--- src/cei_defines.svh ---
// Offsets, bit positions, reset values and sizes of the interrupt masking.
`ifndef CEI_DEFINES_SVH
`define CEI_DEFINES_SVH

`define CEI_NUM_SRC         9
`define CEI_ADDR_W          8

`define CEI_OFF_ENABLE      8'h00
`define CEI_OFF_GATED       8'h04
`define CEI_OFF_RAW         8'h08
`define CEI_OFF_CLEAR       8'h0C

`define CEI_BIT_DECODE_ERR  8
`define CEI_BIT_SLAVE_ERR   7
`define CEI_BIT_DATA_RD     6
`define CEI_BIT_TAG_RD      5
`define CEI_BIT_DATA_WR     4
`define CEI_BIT_TAG_WR      3
`define CEI_BIT_DATA_PAR    2
`define CEI_BIT_TAG_PAR     1
`define CEI_BIT_EVT_CNT     0

`define CEI_AUX_NS_BIT      27

`define CEI_ENABLE_RESET    9'h000
`define CEI_RAW_RESET       9'h000
`define CEI_WORD_RESET      32'h0000_0000

`endif

--- src/cei_pkg.sv ---
// Types shared by the cache error interrupt masking block.
package cei_pkg;

	typedef struct packed {
		logic [7:0]  addr;
		logic [31:0] wdata;
		logic        wr;
		logic        rd;
		logic        nonsecure;
	} cei_req_t;

	typedef struct packed {
		logic [31:0] rdata;
		logic        decerr;
	} cei_rsp_t;

	typedef struct packed {
		logic next_level_decode_error;
		logic next_level_slave_error;
		logic data_ram_read_error;
		logic tag_ram_read_error;
		logic data_ram_write_error;
		logic tag_ram_write_error;
		logic data_ram_parity_error;
		logic tag_ram_parity_error;
		logic event_counter_overflow;
	} cei_src_bits_t;

	typedef enum logic [2:0] {
		CEI_SEL_NONE,
		CEI_SEL_ENABLE,
		CEI_SEL_GATED,
		CEI_SEL_RAW,
		CEI_SEL_CLEAR
	} cei_sel_t;

endpackage : cei_pkg

--- src/cei_raw_status.sv ---
// Sticky raw interrupt status with write-one-to-clear.
module cei_raw_status #(
	parameter int unsigned N = 9
) (
	input  wire logic         clk_in,
	input  wire logic         nrst_in,
	input  wire logic [N-1:0] set_in,
	input  wire logic [N-1:0] clear_in,
	output logic      [N-1:0] raw_out
);
	import cei_pkg::*;

	// A set in the same cycle as its clear wins, so no event is lost.
	genvar k;
	generate
		for (k = 0; k < N; k++) begin : g_bit
			always_ff @(posedge clk_in or negedge nrst_in) begin
				if (!nrst_in) begin
					raw_out[k] <= 1'b0;
				end else if (set_in[k]) begin
					raw_out[k] <= 1'b1;
				end else if (clear_in[k]) begin
					raw_out[k] <= 1'b0;
				end
			end
		end
	endgenerate

endmodule : cei_raw_status

--- src/cei_mask_gate.sv ---
// Per-source gating of raw status onto registered interrupt pins.
module cei_mask_gate #(
	parameter int unsigned N = 9
) (
	input  wire logic         clk_in,
	input  wire logic         nrst_in,
	input  wire logic [N-1:0] raw_in,
	input  wire logic [N-1:0] enable_in,
	output logic      [N-1:0] gated_out,
	output logic      [N-1:0] pin_out,
	output logic              combined_out
);
	import cei_pkg::*;

	assign gated_out = raw_in & enable_in;

	genvar k;
	generate
		for (k = 0; k < N; k++) begin : g_pin
			always_ff @(posedge clk_in or negedge nrst_in) begin
				if (!nrst_in) begin
					pin_out[k] <= 1'b0;
				end else begin
					pin_out[k] <= gated_out[k];
				end
			end
		end
	endgenerate

	always_ff @(posedge clk_in or negedge nrst_in) begin
		if (!nrst_in) begin
			combined_out <= 1'b0;
		end else begin
			combined_out <= |gated_out;
		end
	end

endmodule : cei_mask_gate

--- src/cei_top.sv ---
// Register slave, enable masking and interrupt pins for cache errors.
//
// Our own choices: the register offsets and the strobed register port.
`include "cei_defines.svh"
module cei_top (
	input  wire logic                  clk_in,
	input  wire logic                  nrst_in,
	input  wire cei_pkg::cei_req_t     req_in,
	input  wire logic [31:0]           aux_ctrl_in,
	input  wire cei_pkg::cei_src_bits_t src_in,
	output cei_pkg::cei_rsp_t          rsp_out,
	output logic [`CEI_NUM_SRC-1:0]    src_irq_out,
	output logic                       combined_interrupt_out
);
	import cei_pkg::*;

	localparam int unsigned N = `CEI_NUM_SRC;

	// ==============================================================
	// Address decode
	// ==============================================================

	function automatic cei_sel_t cei_decode(
		input logic [`CEI_ADDR_W-1:0] addr
	);
		cei_sel_t sel;
		sel = CEI_SEL_NONE;
		unique case (addr)
			`CEI_OFF_ENABLE: sel = CEI_SEL_ENABLE;
			`CEI_OFF_GATED:  sel = CEI_SEL_GATED;
			`CEI_OFF_RAW:    sel = CEI_SEL_RAW;
			`CEI_OFF_CLEAR:  sel = CEI_SEL_CLEAR;
			default:         sel = CEI_SEL_NONE;
		endcase
		return sel;
	endfunction : cei_decode

	// Widens a source vector to a bus word with upper bits zero.
	function automatic logic [31:0] cei_word(
		input logic [N-1:0] bits
	);
		logic [31:0] w;
		w = `CEI_WORD_RESET;
		w[N-1:0] = bits;
		return w;
	endfunction : cei_word

	cei_sel_t       wr_sel;
	cei_sel_t       rd_sel;
	logic           protected_wr;
	logic           ns_refused;
	logic           enable_wr_ok;
	logic           clear_wr_ok;
	logic [N-1:0]   src_vec;
	logic [N-1:0]   clear_vec;
	logic [N-1:0]   raw_q;
	logic [N-1:0]   gated;
	logic [N-1:0]   enable_reg;
	logic [N-1:0]   enable_next;
	logic [31:0]    rdata_next;
	cei_rsp_t       rsp_reg;
	cei_rsp_t       rsp_next;

	assign wr_sel = req_in.wr ? cei_decode(req_in.addr) : CEI_SEL_NONE;
	assign rd_sel = req_in.rd ? cei_decode(req_in.addr) : CEI_SEL_NONE;

	// ==============================================================
	// Security check on protected writes
	// ==============================================================

	assign protected_wr = (wr_sel == CEI_SEL_ENABLE) ||
	                      (wr_sel == CEI_SEL_CLEAR);

	// Non-secure writes to the enable or clear register need the aux control permission bit.
	assign ns_refused = protected_wr && req_in.nonsecure &&
	                    !aux_ctrl_in[`CEI_AUX_NS_BIT];

	assign enable_wr_ok = (wr_sel == CEI_SEL_ENABLE) && !ns_refused;
	assign clear_wr_ok  = (wr_sel == CEI_SEL_CLEAR) && !ns_refused;

	// ==============================================================
	// Source mapping
	// ==============================================================

	always_comb begin
		src_vec = '0;
		src_vec[`CEI_BIT_DECODE_ERR] =
			src_in.next_level_decode_error;
		src_vec[`CEI_BIT_SLAVE_ERR] =
			src_in.next_level_slave_error;
		src_vec[`CEI_BIT_DATA_RD] =
			src_in.data_ram_read_error;
		src_vec[`CEI_BIT_TAG_RD] =
			src_in.tag_ram_read_error;
		src_vec[`CEI_BIT_DATA_WR] =
			src_in.data_ram_write_error;
		src_vec[`CEI_BIT_TAG_WR] =
			src_in.tag_ram_write_error;
		src_vec[`CEI_BIT_DATA_PAR] =
			src_in.data_ram_parity_error;
		src_vec[`CEI_BIT_TAG_PAR] =
			src_in.tag_ram_parity_error;
		src_vec[`CEI_BIT_EVT_CNT] =
			src_in.event_counter_overflow;
	end

	// ==============================================================
	// Raw status and clear
	// ==============================================================

	// Only a permitted clear write reaches the raw bits.
	assign clear_vec = clear_wr_ok ? req_in.wdata[N-1:0] : '0;

	// The raw bits ignore the enables entirely.
	cei_raw_status #(
		.N (N)
	) u_raw (
		.clk_in   (clk_in),
		.nrst_in  (nrst_in),
		.set_in   (src_vec),
		.clear_in (clear_vec),
		.raw_out  (raw_q)
	);

	// ==============================================================
	// Enable register
	// ==============================================================

	always_comb begin
		enable_next = enable_reg;
		if (enable_wr_ok) begin
			enable_next = req_in.wdata[N-1:0];
		end
	end

	always_ff @(posedge clk_in or negedge nrst_in) begin
		if (!nrst_in) begin
			enable_reg <= `CEI_ENABLE_RESET;
		end else begin
			enable_reg <= enable_next;
		end
	end

	// ==============================================================
	// Gating onto pins
	// ==============================================================

	// Each pin and the combined line are masked by the same bit.
	cei_mask_gate #(
		.N (N)
	) u_gate (
		.clk_in       (clk_in),
		.nrst_in      (nrst_in),
		.raw_in       (raw_q),
		.enable_in    (enable_reg),
		.gated_out    (gated),
		.pin_out      (src_irq_out),
		.combined_out (combined_interrupt_out)
	);

	// ==============================================================
	// Read data and response
	// ==============================================================

	// The gated status is readable regardless of the security flag.
	always_comb begin
		rdata_next = `CEI_WORD_RESET;
		unique case (rd_sel)
			CEI_SEL_ENABLE: rdata_next = cei_word(enable_reg);
			CEI_SEL_GATED:  rdata_next = cei_word(gated);
			CEI_SEL_RAW:    rdata_next = cei_word(raw_q);
			CEI_SEL_CLEAR:  rdata_next = `CEI_WORD_RESET;
			CEI_SEL_NONE:   rdata_next = `CEI_WORD_RESET;
		endcase
	end

	always_comb begin
		rsp_next.rdata  = rdata_next;
		rsp_next.decerr = ns_refused;
	end

	always_ff @(posedge clk_in or negedge nrst_in) begin
		if (!nrst_in) begin
			rsp_reg <= '0;
		end else begin
			rsp_reg <= rsp_next;
		end
	end

	assign rsp_out = rsp_reg;
endmodule : cei_top

--- config.mk ---
export PLATFORM = sky130hd
export DESIGN_NAME = cei_top
export DESIGN_NICKNAME = d
export VERILOG_FILES = /design/src/cei_pkg.sv /design/src/cei_raw_status.sv /design/src/cei_mask_gate.sv /design/src/cei_top.sv
export VERILOG_INCLUDE_DIRS = /design/src
export SDC_FILE = /design/constraint.sdc
export NUM_CORES = 1
export LEC_CHECK = 0
export ABC_AREA = 1
export BUFFER_PORTS_ARGS = -buffer_cell sky130_fd_sc_hd__buf_2
export CORE_ASPECT_RATIO = 0.9
export CORE_MARGIN = 8
export CORE_UTILIZATION = 40
export CTS_BUF_LIST = sky130_fd_sc_hd__clkbuf_8
export CTS_CLUSTER_SIZE = 12
export DETAILED_ROUTE_END_ITERATION = 8
export GPL_ROUTABILITY_DRIVEN = 0
export GPL_TIMING_DRIVEN = 0
export PLACE_DENSITY = 0.78
export SYNTH_ARGS = -nofsm -noshare
export SYNTH_HDL_FRONTEND = slang
export SYNTH_SLANG_ARGS = --single-unit
--- constraint.sdc ---
create_clock -name clk_in -period 1.3 [get_ports clk_in]
set_clock_uncertainty 0.15 [all_clocks]
set_input_delay 0.13 -clock clk_in [delete_from_list [all_inputs] [get_ports clk_in]]
set_output_delay 0.13 -clock clk_in [all_outputs]
set_load 0.01 [all_outputs]
### Word-level counts from Yosys, hierarchy flattened

Cells that the tools add are included.

| storage, ports and cells | value |
|---|---|
| bits of input ports | 86 |
| register bits | 61 |
| output and inout bits | 43 |

| operators by class | value |
|---|---|
| reductions and logical operators | 20 |
| equality and inequality tests | 9 |
| bitwise logic cells | 1 |
| mux-type cells | 23 |

Operator list:

| operator | number |
|---|---|
| case mux 32 bit (4 select lines) | 1 |
| 2-to-1 mux 1 bit | 18 |
| nonzero test 2 bit | 9 |
| == test 8 x 4 -> 1 bit, second input constant | 2 |
| case mux 3 bit (4 select lines) | 1 |
| bitwise AND 9 bit | 1 |
| 2-to-1 mux 9 bit | 1 |
| OR reduction 9 bit | 1 |
| == test 8 x 3 -> 1 bit, second input constant | 1 |
| logical NOT 8 bit | 1 |
| == test 3 x 1 -> 1 bit, second input constant | 2 |
| == test 3 x 2 -> 1 bit, second input constant | 2 |
| == test 3 bit, second input constant | 2 |
| 2-to-1 mux 3 bit | 2 |
| logical AND 1 bit | 4 |
| logical NOT 3 bit | 1 |
| logical NOT 1 bit | 2 |
| OR reduction 2 bit | 1 |
| logical OR 1 bit | 1 |

### Logic depth before layout (Yosys ltp)

| depth | value |
|---|---|
| depth after elaboration | 12 |
| mapped depth | 8 |
| mapped depth without buffers | 7 |

### Modules after synthesis

Synthesis repeated with hierarchy kept, for this count alone.

| unflattened totals | value |
|---|---|
| cell total of the unflattened synthesis | 220 |
| area, all modules | 1,890.6 um2 |

By module, submodules not included:

| module | seq. area each (um2) | instances | area an instance (um2) | cells an instance |
|---|---|---|---|---|
| cei_top | 475.5 | 1 | 1,181.1 | 139 |
| cei_raw_status | 225.2 | 1 | 360.3 | 45 |
| cei_mask_gate | 250.2 | 1 | 349.1 | 36 |

### Worst setup path after synthesis

OpenSTA, ideal clock, no wires.

| timing path | value |
|---|---|
| path type | input port to flip-flop |
| from | input port req_in[36] (netlist bit) |
| to | register enable_reg[7] |
| library setup time | 0.117 ns |
| required time | 1.033 ns |
| data arrival time | 0.938 ns |
| stages | 6 |
| path slack | 0.095 ns |
| path through | or2_4 nor2_8 nand3_4 buf_6 nand2_2 o21ai_2 |

| on the way | value |
|---|---|
| longest elaborated chain between the ends | 9 |

Ends and longest elaborated chain:

| item | line | source |
|---|---|---|
| start: declaration | cei_top.sv:8 | `input wire cei_pkg::cei_req_t req_in,` |
| == test 8 x 4 -> 1 bit, or another cell as far along | cei_top.sv:28 | `unique case (addr)` |
| case mux 3 bit (4 select lines) (*) | cei_top.sv:28 |  |
| 2-to-1 mux 3 bit (*) | cei_top.sv:64 | `assign wr_sel = req_in.wr ? cei_decode(req_in.addr) : CEI_SEL_NONE;` |
| == test 3 x 1 -> 1 bit or == test 3 bit (tied branches) | cei_top.sv:71, cei_top.sv:78, cei_top.sv:72 |  |
| logical OR 1 bit | cei_top.sv:71 | `assign protected_wr = (wr_sel == CEI_SEL_ENABLE) \|\|` |
| logical AND 1 bit (2 in a row) | cei_top.sv:75 | `assign ns_refused = protected_wr && req_in.nonsecure &&` |
| logical NOT 1 bit | cei_top.sv:78 | `assign enable_wr_ok = (wr_sel == CEI_SEL_ENABLE) && !ns_refused;` |
| logical AND 1 bit (*) | cei_top.sv:78 |  |
| end signal: assignment | cei_top.sv:138 | `` enable_reg <= `CEI_ENABLE_RESET; `` |
| end signal: assignment | cei_top.sv:140 | `enable_reg <= enable_next;` |
| end: declaration | cei_top.sv:58 | `logic [N-1:0] enable_reg;` |

Every way passes the cells marked *; elsewhere a longest branch is shown, timed or not.
A chain may end at the register's enable or synchronous reset.

### Worst setup path after layout

| timing path | value |
|---|---|
| from | input port req_in[2] (netlist bit) |
| to | register enable_reg[7] |

| on the way | value |
|---|---|
| longest elaborated chain between the ends | 7 |

Ends and longest elaborated chain:

| item | line |
|---|---|
| 2-to-1 mux 3 bit (*) | cei_top.sv:64 |
| == test 3 x 1 -> 1 bit or == test 3 bit (tied branches) | cei_top.sv:71, cei_top.sv:78, cei_top.sv:72 |
| logical OR 1 bit | cei_top.sv:71 |
| logical AND 1 bit (2 in a row) | cei_top.sv:75 |
| logical NOT 1 bit | cei_top.sv:78 |
| logical AND 1 bit (*) | cei_top.sv:78 |

Marked as above.

==> results by group <==
Status
  – Outcome: completed

Synth
  – Avg Cell Area, Syn: 8.72 sq um
  – #FFs+latches synth: 38
  – Synth top area share: 0.500
  – Async S/R FF share, synth: 1.00
  – Post-Syn Area: 0.00190 sq mm
  – Synth area leaders: dfrtp_1 50%, nand2_1 11%, buf_4 9.1%
  – Post-synth EDFFs: 0
  – Main synth FF type: dfrtp_1
  – Most frequent cells after synthesis: 58 x nand2_1, 45 x inv_1, 38 x dfrtp_1, 23 x buf_4
  – Warnings from Yosys: 0
  – Most frequent cell after synthesis: nand2_1
  – Mapped Cells: 218
  – Sequential fraction of the synthesis area: 0.500
  – Cell taking the most area after synthesis: dfrtp_1
  – Synth cell types: 24

Route
  – Vias per cell: 4.19
  – Routed length per instance: 11.4 um
  – DRT iter0 DRCs: 75
  – Remaining antenna violation count: 0
  – DR vias: 1,600
  – Residual DRC: 0
  – Drt first pass iters: 5
  – Routed Wire Length: 4350 um

Power
  – PD cells: 946 mW/mm^2
  – Maximum VDD drop: 0.000419 V
  – Total power: 2.50 mW
  – Pleak: 1.63 nW

Floorplanning
  – Die Ht: 81.4 um
  – Die Wd: 88.7 um
  – FP Rows: 23
  – CORE AREA: 0.00452 sq mm
  – I/O pins: 129
  – Initial Util: 0.421
  – Total die area: 0.00722 sq mm

Global route
  – GRT Residual Overflow: 0
  – Largest net degree at the start of global routing: 39
  – Met2 Usage GRT: 0.218
  – Grt peak-use layer: met2
  – Met3 Use GR: 0.0423
  – Met1 usage: 0.134
  – Total Routing Usage GR: 0.127
  – Vias in the first global route: 1,675
  – Initial antenna violation count: 0
  – First-pass GRT wire length: 7110 um

STA
  – Hold Slack: 0.0949 ns
  – Final count of pins violating max slew: 0
  – RSZ-0062 raised after global routing: no
  – Final hold viol count: 0
  – Final setup margin: 0.0541 ns
  – Final setup vio count: 0
  – Post-route minimum period: 1.25 ns
  – Max Clock Freq: 0.803 GHz
  – Period utilization: 0.958
  – Setup tns final: 0 ns

Layout
  – Sequential cell area: 951 sq um
  – Final core utilization: 0.586
  – Cell area after layout: 0.00265 sq mm
  – Max reg flops: 10
  – Post-layout net count: 405
  – Synth-to-layout area growth: 39.3%
  – Layout Cells excl Fill: 382
  – Multi-input logic area: 667 sq um
  – Layout filler cell count: 389
  – ANT cells: 0
  – Share of layout cells above drive strength 1: 0.325

Hold path
  – Hold WC Path Type: primary input to register
  – Worst Hold Launch: req_in[1]
  – Hold EP: rsp_out[1]
  – Hold depth: 5

Clock network
  – CTS tree: built
  – Root Buffer: clkbuf_8
  – H-tree depth: 2
  – Clock slew at reported path FFs: 0.07 ns
  – Clk_lat worst skew: 0.29 ns
  – CTS buffer count: 5
  – Maximum clock path buffer count: 2
  – CTS sink cnt: 38
  – Post-CTS setup buffer count: 0

Critical path
  – Crit path max fanout: 10
  – Setup Crit Path Kind: primary input to register
  – Flop-to-flop setup slack: 0.11 ns
  – Worst-case reg-to-reg path depth: 4
  – Worst r2r src: enable_reg[7]
  – Crit end category: register
  – Startpoint Class: primary input
  – Worst EP arrival: 1.28 ns
  – Worst EP required: 1.33 ns
  – Reg2reg end: u_gate.combined_out

Placement
  – Count of port buffers added during placement: 50
  – DP HPWL: 3290 um
  – Cell Area, Placed: 0.00231 sq mm
  – Dpl ws: -0.145 ns
  – DP Cell Count: 352

Flow run
  – Max-cap violations: 0
## cell families after synthesis
kind of cell | count (synthesis) | synth area share
DFF | 38 | 0.500
AOI/OAI and AO/OA | 19 | 0.0718
and+or+nand+nor | 88 | 0.230
buffers and inverters | 72 | 0.196
other | 1 | 0.00197
## worst max path at each step
stage / from / to / slack, ns / cells past startpoint
2_1_floorplan: req_in[36] / enable_reg[7] / 0.09 / 6
3_3_place_gp: req_in[36] / u_raw.raw_out[4] / -0.11 / 6
3_5_place_dp: req_in[36] / u_raw.raw_out[4] / -0.15 / 6
4_1_cts: req_in[2] / u_raw.raw_out[4] / 0.01 / 5
5_1_grt: enable_reg[7] / u_gate.combined_out / 0.002 / 4
6_report: req_in[2] / enable_reg[7] / 0.05 / 6
## placed cells by master, fill, tap and decap left out, types with 4 or more instances in the layout
cell type / n
clkbuf_8: 5
nand4_1: 7
buf_2: 50
nor2_1: 5
nand2_1: 58
inv_1: 47
conb_1: 23
o21ai_1: 6
o21ai_2: 9
buf_4: 23
dlygate4sd3_1: 22
nand3_1: 4
dfrtp_1: 38
## layer usage
layer  up-vias  share of wire
met1       695           0.40
met5         -              0
met3        16          0.083
li1        811              -
met4         0          0.038
met2        78           0.48
## worst max-delay path, cell delays in order
cell	delay (ns)
dlygate4sd3_1	0.52
buf_2	0.16
nand3_4	0.14
buf_6	0.20
nand2_2	0.06
o21ai_2	0.05
## power by group
group / leakage (nW) / switching (mW) / total [mW] / internal [mW]
logic: 1.09 / 0.180 / 0.348 / 0.168
clock network: 0.0607 / 0.373 / 0.931 / 0.557
registers: 0.480 / 0.0143 / 1.23 / 1.21
total: 1.63 / 0.567 / 2.50 / 1.94
## area by class of cell
| class | count | area share |
|---|---|---|
| Buffer | 26 | 0.0756 |
| Sequential cell | 38 | 0.359 |
| Inverter | 46 | 0.0652 |
| Timing Repair Buffer | 72 | 0.179 |
| Clock buffer | 5 | 0.0260 |
| Tap cell | 62 | 0.0293 |
| Multi-Input combinational cell | 130 | 0.252 |
| Clock inverter | 3 | 0.0142 |
## repair_timing
action,CTS,global route
gates resized for setup,0,8
hold buffers,22,0
hold endpoints to repair,57,0
endpoints found under the setup margin,0,46
No activity file was read; power rests on OpenSTA's default activity.
